File: src/isd_pkg.sv
// Constants, types and helpers shared by the instruction subset decoder.
package isd_pkg;

  localparam int ISD_OSC_PER_TCY = 4;
  localparam logic [1:0] ISD_Q_FETCH = 2'h0;
  localparam logic [1:0] ISD_Q_MEM = 2'h1;
  localparam logic [1:0] ISD_Q_LAST = 2'(ISD_OSC_PER_TCY - 1);

  localparam logic [14:0] ISD_PC_RST = 15'h0000;
  localparam logic [15:0] ISD_PTR_RST = 16'h0000;

  localparam logic [13:0] M_EXACT = 14'h3FFF;
  localparam logic [13:0] M_LOW3 = 14'h3FF8;
  localparam logic [13:0] M_BRA = 14'h3E00;
  localparam logic [13:0] M_JMP = 14'h3800;
  localparam logic [13:0] M_LIT8 = 14'h3F00;
  localparam logic [13:0] M_K6 = 14'h3F80;

  localparam logic [13:0] OP_NOP = 14'h0000;
  localparam logic [13:0] OP_RESET = 14'h0001;
  localparam logic [13:0] OP_RETURN = 14'h0008;
  localparam logic [13:0] OP_INTERRUPT_RETURN = 14'h0009;
  localparam logic [13:0] OP_ACCUMULATOR_SUBROUTINE_CALL = 14'h000A;
  localparam logic [13:0] OP_BRW = 14'h000B;
  localparam logic [13:0] OP_OPTION = 14'h0062;
  localparam logic [13:0] OP_SLEEP = 14'h0063;
  localparam logic [13:0] OP_WATCHDOG_CLEAR_OP = 14'h0064;
  localparam logic [13:0] OP_DIRECTION_LOAD_OP = 14'h0060;
  localparam logic [13:0] OP_MOD_RD = 14'h0010;
  localparam logic [13:0] OP_MOD_WR = 14'h0018;
  localparam logic [13:0] OP_BRA = 14'h3200;
  localparam logic [13:0] OP_CALL = 14'h2000;
  localparam logic [13:0] OP_GOTO = 14'h2800;
  localparam logic [13:0] OP_RETURN_WITH_LITERAL = 14'h3400;
  localparam logic [13:0] OP_ADD_PTR = 14'h3100;
  localparam logic [13:0] OP_IDX_RD = 14'h3F00;
  localparam logic [13:0] OP_IDX_WR = 14'h3F80;

  // Flag values written by standby entry and watchdog clear
  localparam logic SLEEP_EXPIRY = 1'b1;
  localparam logic SLEEP_PD = 1'b0;
  localparam logic WATCHDOG_CLEAR_OP_EXPIRY = 1'b1;
  localparam logic WATCHDOG_CLEAR_OP_PD = 1'b1;

  typedef enum logic [1:0] {
    ISD_EXEC  = 2'b00,
    ISD_FLUSH = 2'b01,
    ISD_EXTRA = 2'b10
  } isd_seq_e;

  typedef enum logic [1:0] {
    ISD_PM_NONE = 2'b00,
    ISD_PM_ADD  = 2'b01,
    ISD_PM_MOD  = 2'b10,
    ISD_PM_IDX  = 2'b11
  } isd_pmode_e;

  function automatic logic isd_match(input logic [13:0] w, input logic [13:0] p,
                                     input logic [13:0] m);
    return (w & m) == p;
  endfunction

  function automatic logic [15:0] isd_sext6(input logic [5:0] k);
    return {{10{k[5]}}, k};
  endfunction

endpackage

File: src/isd_ptr_if.sv
// Control and result signals between the decoder and its pointer unit.
`timescale 1ns/1ps
interface isd_ptr_if;
  logic               sel;
  isd_pkg::isd_pmode_e mode;
  logic [1:0]         mm;
  logic [5:0]         k6;
  logic               commit;
  logic [15:0]        addr;
  logic [15:0]        ptr0;
  logic [15:0]        ptr1;

  modport ctrl (output sel, mode, mm, k6, commit, input addr, ptr0, ptr1);
  modport unit (input sel, mode, mm, k6, commit, output addr, ptr0, ptr1);
endinterface

File: src/isd_ptr_unit.sv
// Two indirect pointers with address generation and update arithmetic.
`timescale 1ns/1ps
module isd_ptr_unit (
  // Clock and reset
  input  wire logic i_core_clk,
  input  wire logic i_rst,
  // Decoder side
  isd_ptr_if.unit   bus
);

  logic [15:0] ptr_reg [0:1];
  logic [15:0] base;
  logic [15:0] sum;
  logic [15:0] step;
  logic [15:0] new_val;

  assign base = bus.sel ? ptr_reg[1] : ptr_reg[0];
  // Sixteen-bit sums drop the carry, so pointers roll over at both ends
  assign sum  = base + isd_pkg::isd_sext6(bus.k6);
  assign step = bus.mm[0] ? base - 16'h0001 : base + 16'h0001;

  // Pre-modify forms address the stepped value, post-modify the old one
  assign bus.addr = (bus.mode == isd_pkg::ISD_PM_IDX) ? sum :
                    (bus.mode == isd_pkg::ISD_PM_MOD && !bus.mm[1]) ? step :
                    base;
  assign new_val  = (bus.mode == isd_pkg::ISD_PM_ADD) ? sum :
                    (bus.mode == isd_pkg::ISD_PM_MOD) ? step : base;

  always_ff @(posedge i_core_clk) begin
    if (i_rst) begin
      ptr_reg[0] <= isd_pkg::ISD_PTR_RST;
      ptr_reg[1] <= isd_pkg::ISD_PTR_RST;
    end else if (bus.commit) begin
      ptr_reg[bus.sel] <= new_val;
    end
  end

  assign bus.ptr0 = ptr_reg[0];
  assign bus.ptr1 = ptr_reg[1];

endmodule

File: src/isd_decoder.sv
// Decoder and cycle sequencer for the control, inherent and indirect subset.
`timescale 1ns/1ps
module isd_decoder (
  // Clock and reset
  input  wire logic        i_core_clk,
  input  wire logic        i_rst,
  // Program memory
  input  wire logic [13:0] i_instr,
  output logic             o_fetch_strobe,
  output logic [14:0]      o_fetch_addr,
  // Core state
  input  wire logic [7:0]  i_accum,
  input  wire logic [6:0]  i_pclath,
  input  wire logic [14:0] i_stack_top,
  // Return stack
  output logic             o_push,
  output logic [14:0]      o_push_addr,
  output logic             o_pop,
  output logic             o_int_reenable,
  // Accumulator and zero flag
  output logic             o_accum_we,
  output logic [7:0]       o_accum_data,
  output logic             o_zero_we,
  output logic             o_zero,
  // Configuration writes
  output logic             o_option_we,
  output logic             o_dir_we,
  output logic [2:0]       o_dir_sel,
  output logic [7:0]       o_cfg_data,
  // Power and watchdog
  output logic             o_standby,
  output logic             o_wdt_clear,
  output logic             o_soft_reset,
  output logic             o_flag_we,
  output logic             o_watchdog_expiry_flag,
  output logic             o_powerdown_flag,
  // Data memory
  output logic             o_mem_re,
  output logic             o_mem_we,
  output logic [15:0]      o_mem_addr,
  output logic [7:0]       o_mem_wdata,
  input  wire logic [7:0]  i_mem_rdata,
  // Pointers and sequencer view
  output logic [15:0]      o_ptr0,
  output logic [15:0]      o_ptr1,
  output logic [1:0]       o_quarter,
  output logic             o_flush,
  output logic             o_stall,
  output logic             o_unknown_op
);

  isd_ptr_if pif ();

  isd_ptr_unit u_ptr (
    .i_core_clk (i_core_clk),
    .i_rst      (i_rst),
    .bus        (pif.unit)
  );

  logic [1:0]        q_reg;
  logic [1:0]        q_next;
  isd_pkg::isd_seq_e st_reg;
  isd_pkg::isd_seq_e st_next;
  logic [13:0]       ir_reg;
  logic [14:0]       pc_reg;
  logic [14:0]       pc_next;
  logic [14:0]       pc_inc;
  logic [14:0]       pc_target;

  // Decode of the held instruction word
  wire logic d_nop    = isd_pkg::isd_match(ir_reg, isd_pkg::OP_NOP, isd_pkg::M_EXACT);
  wire logic d_reset  = isd_pkg::isd_match(ir_reg, isd_pkg::OP_RESET, isd_pkg::M_EXACT);
  wire logic d_ret    = isd_pkg::isd_match(ir_reg, isd_pkg::OP_RETURN, isd_pkg::M_EXACT);
  wire logic d_interrupt_return = isd_pkg::isd_match(ir_reg, isd_pkg::OP_INTERRUPT_RETURN, isd_pkg::M_EXACT);
  wire logic d_accumulator_subroutine_call  = isd_pkg::isd_match(ir_reg, isd_pkg::OP_ACCUMULATOR_SUBROUTINE_CALL, isd_pkg::M_EXACT);
  wire logic d_brw    = isd_pkg::isd_match(ir_reg, isd_pkg::OP_BRW, isd_pkg::M_EXACT);
  wire logic d_option = isd_pkg::isd_match(ir_reg, isd_pkg::OP_OPTION, isd_pkg::M_EXACT);
  wire logic d_sleep  = isd_pkg::isd_match(ir_reg, isd_pkg::OP_SLEEP, isd_pkg::M_EXACT);
  wire logic d_watchdog_clear_op = isd_pkg::isd_match(ir_reg, isd_pkg::OP_WATCHDOG_CLEAR_OP, isd_pkg::M_EXACT);
  wire logic d_low3   = isd_pkg::isd_match(ir_reg, isd_pkg::OP_DIRECTION_LOAD_OP, isd_pkg::M_LOW3);
  wire logic d_mod_rd = isd_pkg::isd_match(ir_reg, isd_pkg::OP_MOD_RD, isd_pkg::M_LOW3);
  wire logic d_mod_wr = isd_pkg::isd_match(ir_reg, isd_pkg::OP_MOD_WR, isd_pkg::M_LOW3);
  wire logic d_bra    = isd_pkg::isd_match(ir_reg, isd_pkg::OP_BRA, isd_pkg::M_BRA);
  wire logic d_call   = isd_pkg::isd_match(ir_reg, isd_pkg::OP_CALL, isd_pkg::M_JMP);
  wire logic d_goto   = isd_pkg::isd_match(ir_reg, isd_pkg::OP_GOTO, isd_pkg::M_JMP);
  wire logic d_return_with_literal  = isd_pkg::isd_match(ir_reg, isd_pkg::OP_RETURN_WITH_LITERAL, isd_pkg::M_LIT8);
  wire logic d_addp   = isd_pkg::isd_match(ir_reg, isd_pkg::OP_ADD_PTR, isd_pkg::M_K6);
  wire logic d_idx_rd = isd_pkg::isd_match(ir_reg, isd_pkg::OP_IDX_RD, isd_pkg::M_K6);
  wire logic d_idx_wr = isd_pkg::isd_match(ir_reg, isd_pkg::OP_IDX_WR, isd_pkg::M_K6);

  // Exact words inside the direction range take priority over it
  wire logic d_direction_load_op = d_low3 & ~d_option & ~d_sleep & ~d_watchdog_clear_op;

  wire logic ind_rd = d_mod_rd | d_idx_rd;
  wire logic ind_wr = d_mod_wr | d_idx_wr;
  wire logic is_ind = ind_rd | ind_wr;
  wire logic is_mod = d_mod_rd | d_mod_wr;
  wire logic is_idx = d_idx_rd | d_idx_wr;

  wire logic is_ret_any = d_ret | d_interrupt_return | d_return_with_literal;
  wire logic is_call_any = d_call | d_accumulator_subroutine_call;

  // Everything that rewrites the program counter owns a flush cycle
  wire logic two_cycle = d_bra | d_brw | d_call | d_accumulator_subroutine_call | d_goto |
                         is_ret_any;

  wire logic known = d_nop | d_reset | d_option | d_sleep | d_watchdog_clear_op |
                     d_direction_load_op | is_ind | d_addp | two_cycle;

  // Sequencer phases
  wire logic q_first = (q_reg == isd_pkg::ISD_Q_FETCH);
  wire logic q_mem = (q_reg == isd_pkg::ISD_Q_MEM);
  wire logic q_last = (q_reg == isd_pkg::ISD_Q_LAST);
  wire logic in_exec = (st_reg == isd_pkg::ISD_EXEC);
  wire logic in_extra = (st_reg == isd_pkg::ISD_EXTRA);

  // Access beyond the low half of the pointer space costs a cycle
  wire logic need_extra = is_ind & pif.addr[15];

  // The cycle in which the held instruction takes effect
  wire logic act = (in_exec & ~need_extra) | in_extra;
  wire logic act_end = act & q_last;
  wire logic act_mem = act & q_mem;

  // Pointer unit control
  assign pif.sel = is_mod ? ir_reg[2] : ir_reg[6];
  assign pif.mm = ir_reg[1:0];
  assign pif.k6 = ir_reg[5:0];
  assign pif.mode = d_addp ? isd_pkg::ISD_PM_ADD :
                    is_mod ? isd_pkg::ISD_PM_MOD :
                    is_idx ? isd_pkg::ISD_PM_IDX :
                    isd_pkg::ISD_PM_NONE;
  // Indexed forms leave the pointer as it was
  assign pif.commit = act_end & (d_addp | is_mod);

  // Program counter targets
  assign pc_inc = pc_reg + 15'h0001;

  wire logic [14:0] tgt_bra = pc_inc + {{6{ir_reg[8]}}, ir_reg[8:0]};
  wire logic [14:0] tgt_brw = pc_inc + {7'h00, i_accum};
  wire logic [14:0] tgt_abs = {i_pclath[6:3], ir_reg[10:0]};
  wire logic [14:0] tgt_accumulator_subroutine_call = {i_pclath, i_accum};

  assign pc_target = d_bra ? tgt_bra :
                     d_brw ? tgt_brw :
                     (d_call | d_goto) ? tgt_abs :
                     d_accumulator_subroutine_call ? tgt_accumulator_subroutine_call :
                     is_ret_any ? i_stack_top :
                     pc_inc;

  assign pc_next = act_end ? pc_target : pc_reg;

  // Quarter counter: one instruction cycle per four clocks
  assign q_next = q_last ? isd_pkg::ISD_Q_FETCH : q_reg + 2'h1;

  always_comb begin
    st_next = st_reg;
    if (q_last) begin
      case (st_reg)
        isd_pkg::ISD_EXEC: begin
          if (need_extra) begin
            st_next = isd_pkg::ISD_EXTRA;
          end else if (two_cycle) begin
            st_next = isd_pkg::ISD_FLUSH;
          end else begin
            st_next = isd_pkg::ISD_EXEC;
          end
        end
        isd_pkg::ISD_FLUSH: st_next = isd_pkg::ISD_EXEC;
        isd_pkg::ISD_EXTRA: st_next = isd_pkg::ISD_EXEC;
        default:            st_next = isd_pkg::ISD_EXEC;
      endcase
    end
  end

  always_ff @(posedge i_core_clk) begin
    if (i_rst) begin
      q_reg  <= isd_pkg::ISD_Q_FETCH;
      st_reg <= isd_pkg::ISD_EXEC;
      pc_reg <= isd_pkg::ISD_PC_RST;
    end else begin
      q_reg  <= q_next;
      st_reg <= st_next;
      pc_reg <= pc_next;
    end
  end

  // The word is only taken at the start of a normal cycle; the flush
  // cycle keeps the old word but never acts on it
  always_ff @(posedge i_core_clk) begin
    if (i_rst) begin
      ir_reg <= isd_pkg::OP_NOP;
    end else if (in_exec & q_first) begin
      ir_reg <= i_instr;
    end
  end

  // Control flow effects
  always_ff @(posedge i_core_clk) begin
    if (i_rst) begin
      o_push         <= 1'b0;
      o_push_addr    <= isd_pkg::ISD_PC_RST;
      o_pop          <= 1'b0;
      o_int_reenable <= 1'b0;
    end else begin
      o_push         <= act_end & is_call_any;
      o_pop          <= act_end & is_ret_any;
      o_int_reenable <= act_end & d_interrupt_return;
      if (act_end) begin
        o_push_addr <= pc_inc;
      end
    end
  end

  // Accumulator loads and zero flag
  always_ff @(posedge i_core_clk) begin
    if (i_rst) begin
      o_accum_we   <= 1'b0;
      o_accum_data <= 8'h00;
      o_zero_we    <= 1'b0;
      o_zero       <= 1'b0;
    end else begin
      o_accum_we <= act_end & (d_return_with_literal | ind_rd);
      o_zero_we  <= act_end & ind_rd;
      if (act_end) begin
        o_accum_data <= d_return_with_literal ? ir_reg[7:0] : i_mem_rdata;
        o_zero       <= (i_mem_rdata == 8'h00);
      end
    end
  end

  // Configuration register writes from the accumulator
  always_ff @(posedge i_core_clk) begin
    if (i_rst) begin
      o_option_we <= 1'b0;
      o_dir_we    <= 1'b0;
      o_dir_sel   <= 3'h0;
      o_cfg_data  <= 8'h00;
    end else begin
      o_option_we <= act_end & d_option;
      o_dir_we    <= act_end & d_direction_load_op;
      if (act_end) begin
        o_dir_sel  <= ir_reg[2:0];
        o_cfg_data <= i_accum;
      end
    end
  end

  // Power control and watchdog status
  always_ff @(posedge i_core_clk) begin
    if (i_rst) begin
      o_standby              <= 1'b0;
      o_wdt_clear            <= 1'b0;
      o_soft_reset           <= 1'b0;
      o_flag_we              <= 1'b0;
      o_watchdog_expiry_flag <= 1'b0;
      o_powerdown_flag       <= 1'b0;
    end else begin
      o_standby    <= act_end & d_sleep;
      o_wdt_clear  <= act_end & d_watchdog_clear_op;
      o_soft_reset <= act_end & d_reset;
      o_flag_we    <= act_end & (d_sleep | d_watchdog_clear_op);
      if (act_end & d_sleep) begin
        o_watchdog_expiry_flag <= isd_pkg::SLEEP_EXPIRY;
        o_powerdown_flag       <= isd_pkg::SLEEP_PD;
      end else if (act_end & d_watchdog_clear_op) begin
        o_watchdog_expiry_flag <= isd_pkg::WATCHDOG_CLEAR_OP_EXPIRY;
        o_powerdown_flag       <= isd_pkg::WATCHDOG_CLEAR_OP_PD;
      end
    end
  end

  // Data memory: request in the second quarter, data back by the last
  always_ff @(posedge i_core_clk) begin
    if (i_rst) begin
      o_mem_re    <= 1'b0;
      o_mem_we    <= 1'b0;
      o_mem_addr  <= isd_pkg::ISD_PTR_RST;
      o_mem_wdata <= 8'h00;
    end else begin
      o_mem_re <= act_mem & ind_rd;
      o_mem_we <= act_mem & ind_wr;
      if (act_mem & is_ind) begin
        o_mem_addr  <= pif.addr;
        o_mem_wdata <= i_accum;
      end
    end
  end

  // Unrecognised words run as single-cycle no-operations
  always_ff @(posedge i_core_clk) begin
    if (i_rst) begin
      o_unknown_op <= 1'b0;
    end else begin
      o_unknown_op <= act_end & ~known;
    end
  end

  assign o_fetch_strobe = in_exec & q_first;
  assign o_fetch_addr = pc_reg;
  assign o_ptr0 = pif.ptr0;
  assign o_ptr1 = pif.ptr1;
  assign o_quarter = q_reg;
  assign o_flush = (st_reg == isd_pkg::ISD_FLUSH);
  assign o_stall = in_extra;

endmodule

File: config.mk
export PLATFORM = sky130hd
export DESIGN_NAME = isd_decoder
export DESIGN_NICKNAME = d
export VERILOG_FILES = /design/src/isd_pkg.sv /design/src/isd_ptr_if.sv /design/src/isd_ptr_unit.sv /design/src/isd_decoder.sv
export SDC_FILE = /design/constraint.sdc
export NUM_CORES = 1
export LEC_CHECK = 0
export BUFFER_PORTS_ARGS = -buffer_cell sky130_fd_sc_hd__buf_2
export CAP_MARGIN = 20
export CORE_MARGIN = 5
export CORE_UTILIZATION = 62
export DETAILED_ROUTE_END_ITERATION = 8
export PLACE_DENSITY = 0.87
export SKIP_CTS_REPAIR_TIMING = 1
export SLEW_MARGIN = 10
export SYNTH_ARGS = -nofsm -noshare
export SYNTH_HDL_FRONTEND = slang
export SYNTH_HIERARCHICAL = 1
export SYNTH_SLANG_ARGS = --single-unit
File: constraint.sdc
create_clock -name i_core_clk -period 19.8 [get_ports i_core_clk]
set_input_delay 0.99 -clock i_core_clk [delete_from_list [all_inputs] [get_ports i_core_clk]]
set_output_delay 0.99 -clock i_core_clk [all_outputs]
set_load 0.05 [all_outputs]
; Word-level counts from Yosys, hierarchy flattened
; Memory sizes are Yosys's and may differ from the RTL's.
; Index checks and enable logic that the tools add are counted.
[word_totals]
ram_bits = 32
memories = 1
ff_bits = 108
out_inout_bits = 127
[classes]
bitwise = 55
muxes = 29
reduce_logical = 10
n_addsub = 7
eq_ne = 25
[mem_list]
columns = name, depth, width, read_ports, rd_clocked_by_memory_dff, write_ports, line_no
row1 = u_ptr.ptr_reg, 2, 16, 2, 0, 2, isd_ptr_unit.sv:11  ; logic [15:0] ptr_reg [0:1];
[op_table]
columns = op, count
row1 = 16-bit 2-to-1 mux, 7
row2 = 15-bit 2-to-1 mux, 5
row3 = "14-bit by 4-bit == test with 1-bit output, second input constant", 4
row4 = "14-bit by 7-bit == test with 1-bit output, second input constant", 3
row5 = 1-bit OR, 26
row6 = 1-bit bitwise AND, 24
row7 = "11-bit by 2-bit == test with 1-bit output, second input constant", 2
row8 = "7-bit == test, second input constant", 3
row9 = "16-bit by 1-bit adder with 16-bit output, second input constant", 1
row10 = 16-bit adder, 1
row11 = 16-bit OR reduction, 1
row12 = "16-bit by 1-bit subtractor with 16-bit output, second input constant", 1
row13 = "15-bit by 1-bit adder with 15-bit output, second input constant", 1
row14 = 15-bit adder, 1
row15 = 15-bit by 8-bit adder with 15-bit output, 1
row16 = "14-bit by 1-bit == test with 1-bit output, second input constant", 1
row17 = 14-bit zero test, 1
row18 = "11-bit by 4-bit == test with 1-bit output, second input constant", 1
row19 = 1-bit 2-to-1 mux, 11
row20 = 2-bit 2-to-1 mux, 5
row21 = "2-bit == test, second input constant", 4
row22 = 8-bit zero test, 1
row23 = 8-bit 2-to-1 mux, 1
row24 = "2-bit by 1-bit == test with 1-bit output, second input constant", 3
row25 = 10 further kinds, 17

; Depth between registers and ports, before layout
; Gate-level depths: netlist (run 1).
[logic_depth]
ltp_word = 20
depth_mapped = 26
depth_no_buf = 19

; By module
; Netlist (run 1), hierarchy kept.
[modules_own_cells]
columns = mod, cells_per_inst, seq_area_each_um2, n_inst, area_each_um2
row1 = isd_decoder, 788, 2162.1, 1, 6105.9
row2 = isd_ptr_unit, 514, 960.9, 1, 4085.2

; Least setup slack after synthesis (run 1)
; No wires, ideal clock.
[synth_path]
path_type = register -> register
from = register ir_reg[8]
to = memory u_ptr.ptr_reg[0][0] (enable)
path_stages_with_launch = 25
synth_period_minus_slack_ns = 6.647
slack_ns = 13.153
arrival_ns = 6.273
setup_time_ns = 0.375
path_cell_list = dfxtp_1 > clkbuf_1 > or3_1 > or4_1 > nor2_1 > a21o_1 > buf_6 > clkbuf_1 > mux2_2 > ha_1 > clkbuf_1 > nand4_1 > o211a_4 > a21o_1 > a2111oi_2 > o31a_1 > a221oi_1 > nor2b_1 > a211o_1 > buf_2 > buf_2 > nor2_1 > or3b_2 > clkbuf_1 > nand2b_1
[synth_rtl]
columns = element, line_no
row1 = start: declaration, isd_decoder.sv:64  ; logic [13:0] ir_reg;
row2 = start signal: assignment, isd_decoder.sv:192  ; ir_reg <= isd_pkg::OP_NOP;
row3 = start signal: assignment, isd_decoder.sv:194  ; ir_reg <= i_instr;
row4 = end: declaration, isd_ptr_unit.sv:11

==> results_dict.tcl, run 1 <==
set metrics [dict create \
    synth_compound_area_share_pct 25.2 \
    clockBufferDepth 2 \
    cp_cell_sequence "or3_1 -> or4_1 -> nor2_1 -> a21o_1 -> mux2_2 -> ha_1 -> and3_1 -> nand2_1 -> o31a_1 -> o311ai_0 -> nor3_1 -> a221oi_1 -> nor2b_1 -> a211o_1 -> nor2_1 -> nand3b_1 -> nand2b_1" \
    clk_pin_slew_ps 70 \
    finalCriticalPeriod_ps 7570 \
    maxCapViolCount 0 \
    fillerInstances 1226 \
    timing.rr.end "u_ptr/ptr_reg[1][5]" \
    gp_congestion 1.08 \
    hold_violations 0 \
    synth_top_family_by_area "compound AO/OA/AOI/OAI gates" \
    syn2layout_area_growth_pct 15.7 \
    start_kind "flop" \
    firstDrtPassIters 8 \
    grt_pass1_wl_mm 55.7 \
    end_kind "flop" \
    ys_seq_elements 140 \
    drc_errors 0 \
    path_delay_family "simple AND/OR/NAND/NOR gates" \
    cts_tree "built" \
    crit_start "ir_reg[8]" \
    skew_ps 12.1 \
    slowest_stage "a21o_1" \
    ff_latch_area_mm2 0.00312 \
    worstSetupPathType "flop to flop" \
    placed_area_mm2 0.0112 \
    max_freq_mhz 132 \
    grt_usage_pct 35.4 \
    port_buffers 180 \
    r2r_setup_slack_ps 12230 \
    ys_seq_area_share_pct 30.6 \
    seqPwrFrac_pct 34.7 \
    antenna_cells 0 \
    netlist_area_mm2 0.0102 \
    vias_per_cell 6.72 \
    switchingPower_uw 349 \
    clock-root-buffer "clkbuf_16" \
    synth.distinct_cells 84 \
    largest_reg_flops 32 \
    cts_buffers 17 \
    num_vias 11222 \
    synth.largest_area_cell "dfxtp_1" \
    synthesis.nets 1419 \
    cts_sinks 140 \
    pwr-share-comb_pct 30.0 \
    postSynthCellCount 1302 \
    coreArea_mm2 0.0160 \
    wirelength_mm 35.7 \
    worstReg2RegStart "ir_reg[8]" \
    ioPinCount 181 \
    worst_ep_arrival_time_ps 7570 \
    synthAdderAreaFrac_pct 8.03 \
    p_sw_share_pct 37.9 \
    max_slew_margin_pct 29.8 \
    crit_cells 17 \
    synthTopCellsByArea "dfxtp_1, edfxtp_1, nand2_1, ha_1, a21oi_1" \
    worst_pin_slew_ps 1050 \
    crit_top_cell "nor2_1" \
    htree_levels 4 \
    start_util_pct 63.7 \
    outcome "finished, final reports clean" \
    antenna_found_initial 0 \
    die_x_um 138 \
    hpwl_mm 25.8 \
    yosys_warnings 6 \
    slew_viol_final 0 \
    powerDensity_mw_per_mm2 78.2 \
    muxShareOfSynthArea_pct 2.97 \
    grt_overflow_total 0 \
    synth.top_cell.area_share_pct 21.2 \
    synthFlopType "dfxtp_1" \
    crit_fanout 19 \
    wl_per_cell_um 21.4 \
    max_stage_delay_ps 770 \
    finalSetupViolations 0 \
    drive_above_1_share_pct 18.2 \
    endpoint "u_ptr/ptr_reg[1][5]" \
    clockPowerShare_pct 35.4 \
    path_buf_inv 0 \
    dieArea_mm2 0.0191 \
    timing.final.crit_share_pct 38.2 \
    grt_pass1_vias 10492 \
    rr_worst_depth 17 \
    synth_edf_count 32 \
    ir_drop_mv 0.0607 \
    ant_nets 0 \
    row_count 46 \
    grt_start_max_net_pins 97 \
    synth_xor_area_share_pct 4.63 \
    die_h_um 138 \
    synthSimpleGateAreaFrac_pct 24.3 \
    dr.first_iter.drc_count 1365 \
    finish.instance_area_mm2 0.0118 \
    power.internal_uw 573 \
    synthArstFlopShare_pct 0 \
    holdCritPathClass "flop to flop" \
    synth.avg_cell_area_um2 7.83 \
    clock_latency_ps 440 \
    fin_tns_setup_ps 0 \
    rsz0062_at_grt "no" \
    nets 1557 \
    leakagePower_uw 0.00508 \
    required_ps 19800 \
    multi_input_area_mm2 0.00667 \
]
[worst min-delay path by stage]
| stage | end | slack [ps] | depth (start not counted) | from |
|---|---|---|---|---|
| 5_1_grt | o_mem_wdata[7] | 470 | 2 | o_mem_wdata[7] |
| 2_1_floorplan | st_reg[1] | 470 | 2 | st_reg[1] |
| 6_report | o_mem_wdata[5] | 450 | 2 | o_mem_wdata[5] |
| 4_1_cts | o_mem_wdata[4] | 460 | 2 | o_mem_wdata[4] |
| 3_5_place_dp | o_mem_wdata[4] | 450 | 2 | o_mem_wdata[4] |
| 3_3_place_gp | o_mem_wdata[4] | 440 | 2 | o_mem_wdata[4] |
[routing by layer]
metal | track usage (%) | share of wire, % | vias to the layer above
li1 | - | - | 5058
met1 | 40.7 | 37 | 5148
met2 | 58.5 | 47 | 792
met3 | 8.59 | 9.3 | 224
met4 | 23.7 | 7.6 | 0
met5 | 0 | 0 | -
[cell type report]
type | count | area share, %
clock buffers | 17 | 3.61
repair buffers | 195 | 8.60
clock inverters | 15 | 1.43
well taps | 216 | 2.29
multi-input cells | 1054 | 56.6
inverters | 32 | 1.02
flip-flops and latches | 140 | 26.5
[power groups by stage]
stage	registers [uW]	logic [uW]	clock network, uW
after floorplan	354	165	0
after global placement	325	259	0
after detailed placement	325	265	0
after CTS	319	268	327
after global routing	320	294	341
final	320	276	326
[Yosys cell counts, types with 5 or more instances]
cell       number
o211ai_1       27
a21o_1         22
dfxtp_1       108
mux2i_1        15
nand4_1        12
nand3b_1        5
buf_2          12
a311oi_1       10
inv_1          31
xor2_1         20
nand2b_1       11
o31ai_1         5
nor2b_1        10
a211oi_1       36
xnor2_1        32
nor4_1         13
clkbuf_1       59
a221oi_1        5
mux2_2         11
nor4b_1         5
a2111oi_0       5
nor2_1        136
and2_1          9
a31oi_1         8
a211o_1         7
nor3b_1         8
o21a_1         11
nand2_1       202
and4_1          7
a21oi_1       132
a22oi_1         7
and3_1          7
nand3_1        30
ha_1           59
o21ai_0        52
edfxtp_1       32
nor3_1         41
or3_1          12
[per-stage QoR]
stage / setup slack, ps / instances / power (uW) / utilization, % / hold slack (ps)
after floorplan: 13150 / 1302 / 519 / - / 467
after global placement: 12700 / 1636 / 584 / 69.9 / 441
after detailed placement: 12500 / 1636 / 590 / 69.9 / 446
after CTS: 12420 / 1668 / 913 / 73.6 / 455
after global routing: 11770 / 1669 / 955 / 73.7 / 474
final: 12230 / 1669 / 922 / 73.7 / 454
[cells by family (layout without fill, tap and decap cells)]
group	after synthesis	after routing
AND/OR/NAND/NOR	527	527
AO/OA/AOI/OAI	383	383
flip-flops	140	140
buffers and inverters	108	259
adder cells (fa/ha/maj)	63	63
XOR/XNOR	53	53
multiplexers	28	28
[worst register-to-register path, cell delays in order, from the launching register on]
cell,delay [ps]
dfxtp_1,500
or3_1,500
or4_1,500
nor2_1,130
a21o_1,770
mux2_2,490
ha_1,460
and3_1,290
nand2_1,90
o31a_1,340
o311ai_0,460
nor3_1,90
a221oi_1,580
nor2b_1,430
a211o_1,210
nor2_1,70
nand3b_1,580
nand2b_1,650
[cell usage in the layout (no fill, tap or decap), types with 31 or more instances in the layout]
master | synthesis | routed
nand2_1 | 202 | 202
buf_2 | 12 | 180
nor2_1 | 136 | 135
a21oi_1 | 132 | 132
dfxtp_1 | 108 | 108
ha_1 | 59 | 59
o21ai_0 | 52 | 52
nor3_1 | 41 | 41
a211oi_1 | 36 | 35
xnor2_1 | 32 | 32
edfxtp_1 | 32 | 32
inv_1 | 31 | 31
Power figures use the tool's default switching activity.
==> run 2: changes to the inputs <==
--- a/config.mk
+++ b/config.mk
@@ -5,12 +5,13 @@
 export SDC_FILE = /design/constraint.sdc
 export NUM_CORES = 1
 export LEC_CHECK = 0
+export ABC_AREA = 1
 export BUFFER_PORTS_ARGS = -buffer_cell sky130_fd_sc_hd__buf_2
 export CAP_MARGIN = 20
 export CORE_MARGIN = 5
-export CORE_UTILIZATION = 62
+export CORE_UTILIZATION = 52
 export DETAILED_ROUTE_END_ITERATION = 8
-export PLACE_DENSITY = 0.87
+export PLACE_DENSITY = 0.78
 export SKIP_CTS_REPAIR_TIMING = 1
 export SLEW_MARGIN = 10
 export SYNTH_ARGS = -nofsm -noshare
==> constraint.sdc (replaced) <==
create_clock -name i_core_clk -period 6.8 [get_ports i_core_clk]
set_input_delay 0.34 -clock i_core_clk [delete_from_list [all_inputs] [get_ports i_core_clk]]
set_output_delay 0.34 -clock i_core_clk [all_outputs]
set_load 0.05 [all_outputs]
==> run 2 against run 1 <==
Net effect:
- sequential share of layout area decreased by 0.66 points
- area after synthesis up 1.7%
- final cell count up 20%
- hold slack got worse by 270 ps
- setup slack got worse by 11000 ps
- power grew to 3.1 times the previous value
- core utilization fell by 12 points
- cell area up 2.6%
- combinational power grew to 3.5 times the previous value
- routed wire length grew 4.8%
- largest power group is now combinational logic
- highest routed layer unchanged
==> results_dict.tcl, run 2 <==
set metrics [dict create \
    synth.top_cell.area_share_pct 20.9 \
    antenna_cells 0 \
    maxCapViolCount 0 \
    coreArea_mm2 0.0195 \
    worst_ep_arrival_time_ps 6120 \
    drive_above_1_share_pct 16.7 \
    grt_overflow_total 0 \
    crit_top_cell "inv_1" \
    largest_reg_flops 32 \
    yosys_warnings 6 \
    hold_violations 0 \
    htree_levels 4 \
    skew_ps 15.0 \
    ys_seq_elements 140 \
    hpwl_mm 28.9 \
    timing.final.crit_share_pct 89.0 \
    path_delay_family "simple AND/OR/NAND/NOR gates" \
    p_total_uw 2890 \
    die_x_um 151 \
    synthArstFlopShare_pct 0 \
    postSynthCellCount 1564 \
    slowest_stage "dfxtp_1" \
    dp.cells 1972 \
    max_freq_mhz 165 \
    cts_tree "built" \
    yosysMostFrequentCell "nand2_1" \
    syn2layout_area_growth_pct 16.6 \
    synth.avg_cell_area_um2 6.63 \
    synthTopCellsByArea "dfxtp_1, nand2_1, edfxtp_1, a21oi_1, ha_1" \
    fin_tns_setup_ps 0 \
    fillerInstances 1885 \
    clock_latency_ps 440 \
    wirelength_mm 37.4 \
    required_ps 6870 \
    die_h_um 151 \
    dr.first_iter.drc_count 1327 \
    num_vias 11541 \
    layout.cells.non_filler 2005 \
    netlist_area_mm2 0.0104 \
    path_buf_inv 7 \
    finalSetupViolations 0 \
    ir_drop_mv 0.190 \
    start_util_pct 53.1 \
    outcome "finished, final reports clean" \
    powerDensity_mw_per_mm2 239 \
    row_count 51 \
    synthFlopType "dfxtp_1" \
    gp_congestion 1.02 \
    drc_errors 0 \
    final_common_cell "nand2_1" \
    ioPinCount 181 \
    multi_input_area_mm2 0.00630 \
    grt_pass1_vias 10570 \
    clockBufferDepth 2 \
    worst_pin_slew_ps 1030 \
    dieArea_mm2 0.0229 \
    rsz0062_at_grt "no" \
    ff_latch_area_mm2 0.00312 \
    antenna_found_initial 0 \
    grt_pass1_wl_mm 56.9 \
    leakagePower_uw 0.00602 \
    power.internal_uw 1680 \
    grt_start_max_net_pins 57 \
    holdCritPathClass "input pin to flop" \
    layout_common_cells "nand2_1, buf_2, inv_1" \
    pwr-share-comb_pct 33.6 \
    synth.distinct_cells 55 \
    ys_seq_area_share_pct 30.1 \
    synthTopCellsByCount "nand2_1, inv_1, a21oi_1" \
    nets 1844 \
    start_kind "flop" \
    cts_buffers 17 \
    max_slew_margin_pct 31.2 \
    finalCriticalPeriod_ps 6050 \
    end_kind "flop" \
    grt_usage_pct 32.0 \
    slew_viol_final 0 \
    p_sw_share_pct 41.8 \
    crit_fanout 17 \
    clk_pin_slew_ps 70 \
    synth_edf_count 32 \
    worstSetupPathType "flop to flop" \
    clockPowerShare_pct 33.4 \
    firstDrtPassIters 7 \
    port_buffers 180 \
    synth.largest_area_cell "dfxtp_1" \
    ant_nets 0 \
    max_stage_delay_ps 560 \
    switchingPower_uw 1210 \
    synthesis.nets 1681 \
    clock-root-buffer "clkbuf_16" \
    vias_per_cell 5.76 \
    cts_sinks 140 \
    wl_per_cell_um 18.6 \
    seqPwrFrac_pct 33.0 \
]
[run 2: cells by family after synthesis]
group	synth area share, %
flops	30.1
simple gates	32.8
mux	0.290
fa+ha+maj	7.89
buf+inv	9.23
compound gates	17.1
xor+xnor	2.52
[run 2: metrics by stage]
| step | instance area [um2] | setup slack [ps] | hold slack [ps] | utilization, % |
|---|---|---|---|---|
| global placement | 11500 | 1110 | 435 | 58.7 |
| finish | 12100 | 747 | 186 | 61.9 |
| global route | 12100 | 300 | 203 | 61.9 |
| detailed placement | 11500 | 874 | 441 | 58.7 |
| CTS | 12100 | 831 | 178 | 61.8 |
| floorplan | 10400 | 1620 | 468 | - |
[run 2: power by group through the flow]
stage          registers (uW)  logic, uW  clock network [uW]
2_1_floorplan            1060        593                   0
3_3_place_gp              972        931                   0
3_5_place_dp              973        933                   0
4_1_cts                   955        939                 969
5_1_grt                   957       1060                 999
6_report                  953        972                 964
[run 2: area by class of cell]
| class | instances | share of cell area [%] |
|---|---|---|
| Clock buffer | 17 | 3.52 |
| Clock inverter | 15 | 1.52 |
| Inverter | 179 | 5.60 |
| Multi-Input combinational cell | 1192 | 52.1 |
| Sequential cell | 140 | 25.8 |
| Tap cell | 265 | 2.74 |
| Timing Repair Buffer | 197 | 8.67 |
[run 2: final timing paths]
kind | to | from | slack [ps] | depth (start not counted)
worst max-delay path | u_ptr/ptr_reg[0][1] | ir_reg[5] | 750 | 26
worst max register to register | u_ptr/ptr_reg[0][1] | ir_reg[5] | 750 | 26
worst min register to register | o_watchdog_expiry_flag | o_watchdog_expiry_flag | 450 | 2
worst min-delay path | ir_reg[13] | i_instr[13] | 190 | 3
[run 2: tightest hold or removal path, delay by kind of cell]
kind	cells	cell delay (ps)
compound gates	2	170
buf+inv	1	70
[run 2: layer usage]
layer	up-vias	track usage (%)	share of wire, %
met5	-	0	0
met4	0	12.6	3.3
met3	117	8.14	12
met2	669	47.4	43
met1	5217	44.4	42
li1	5538	-	-
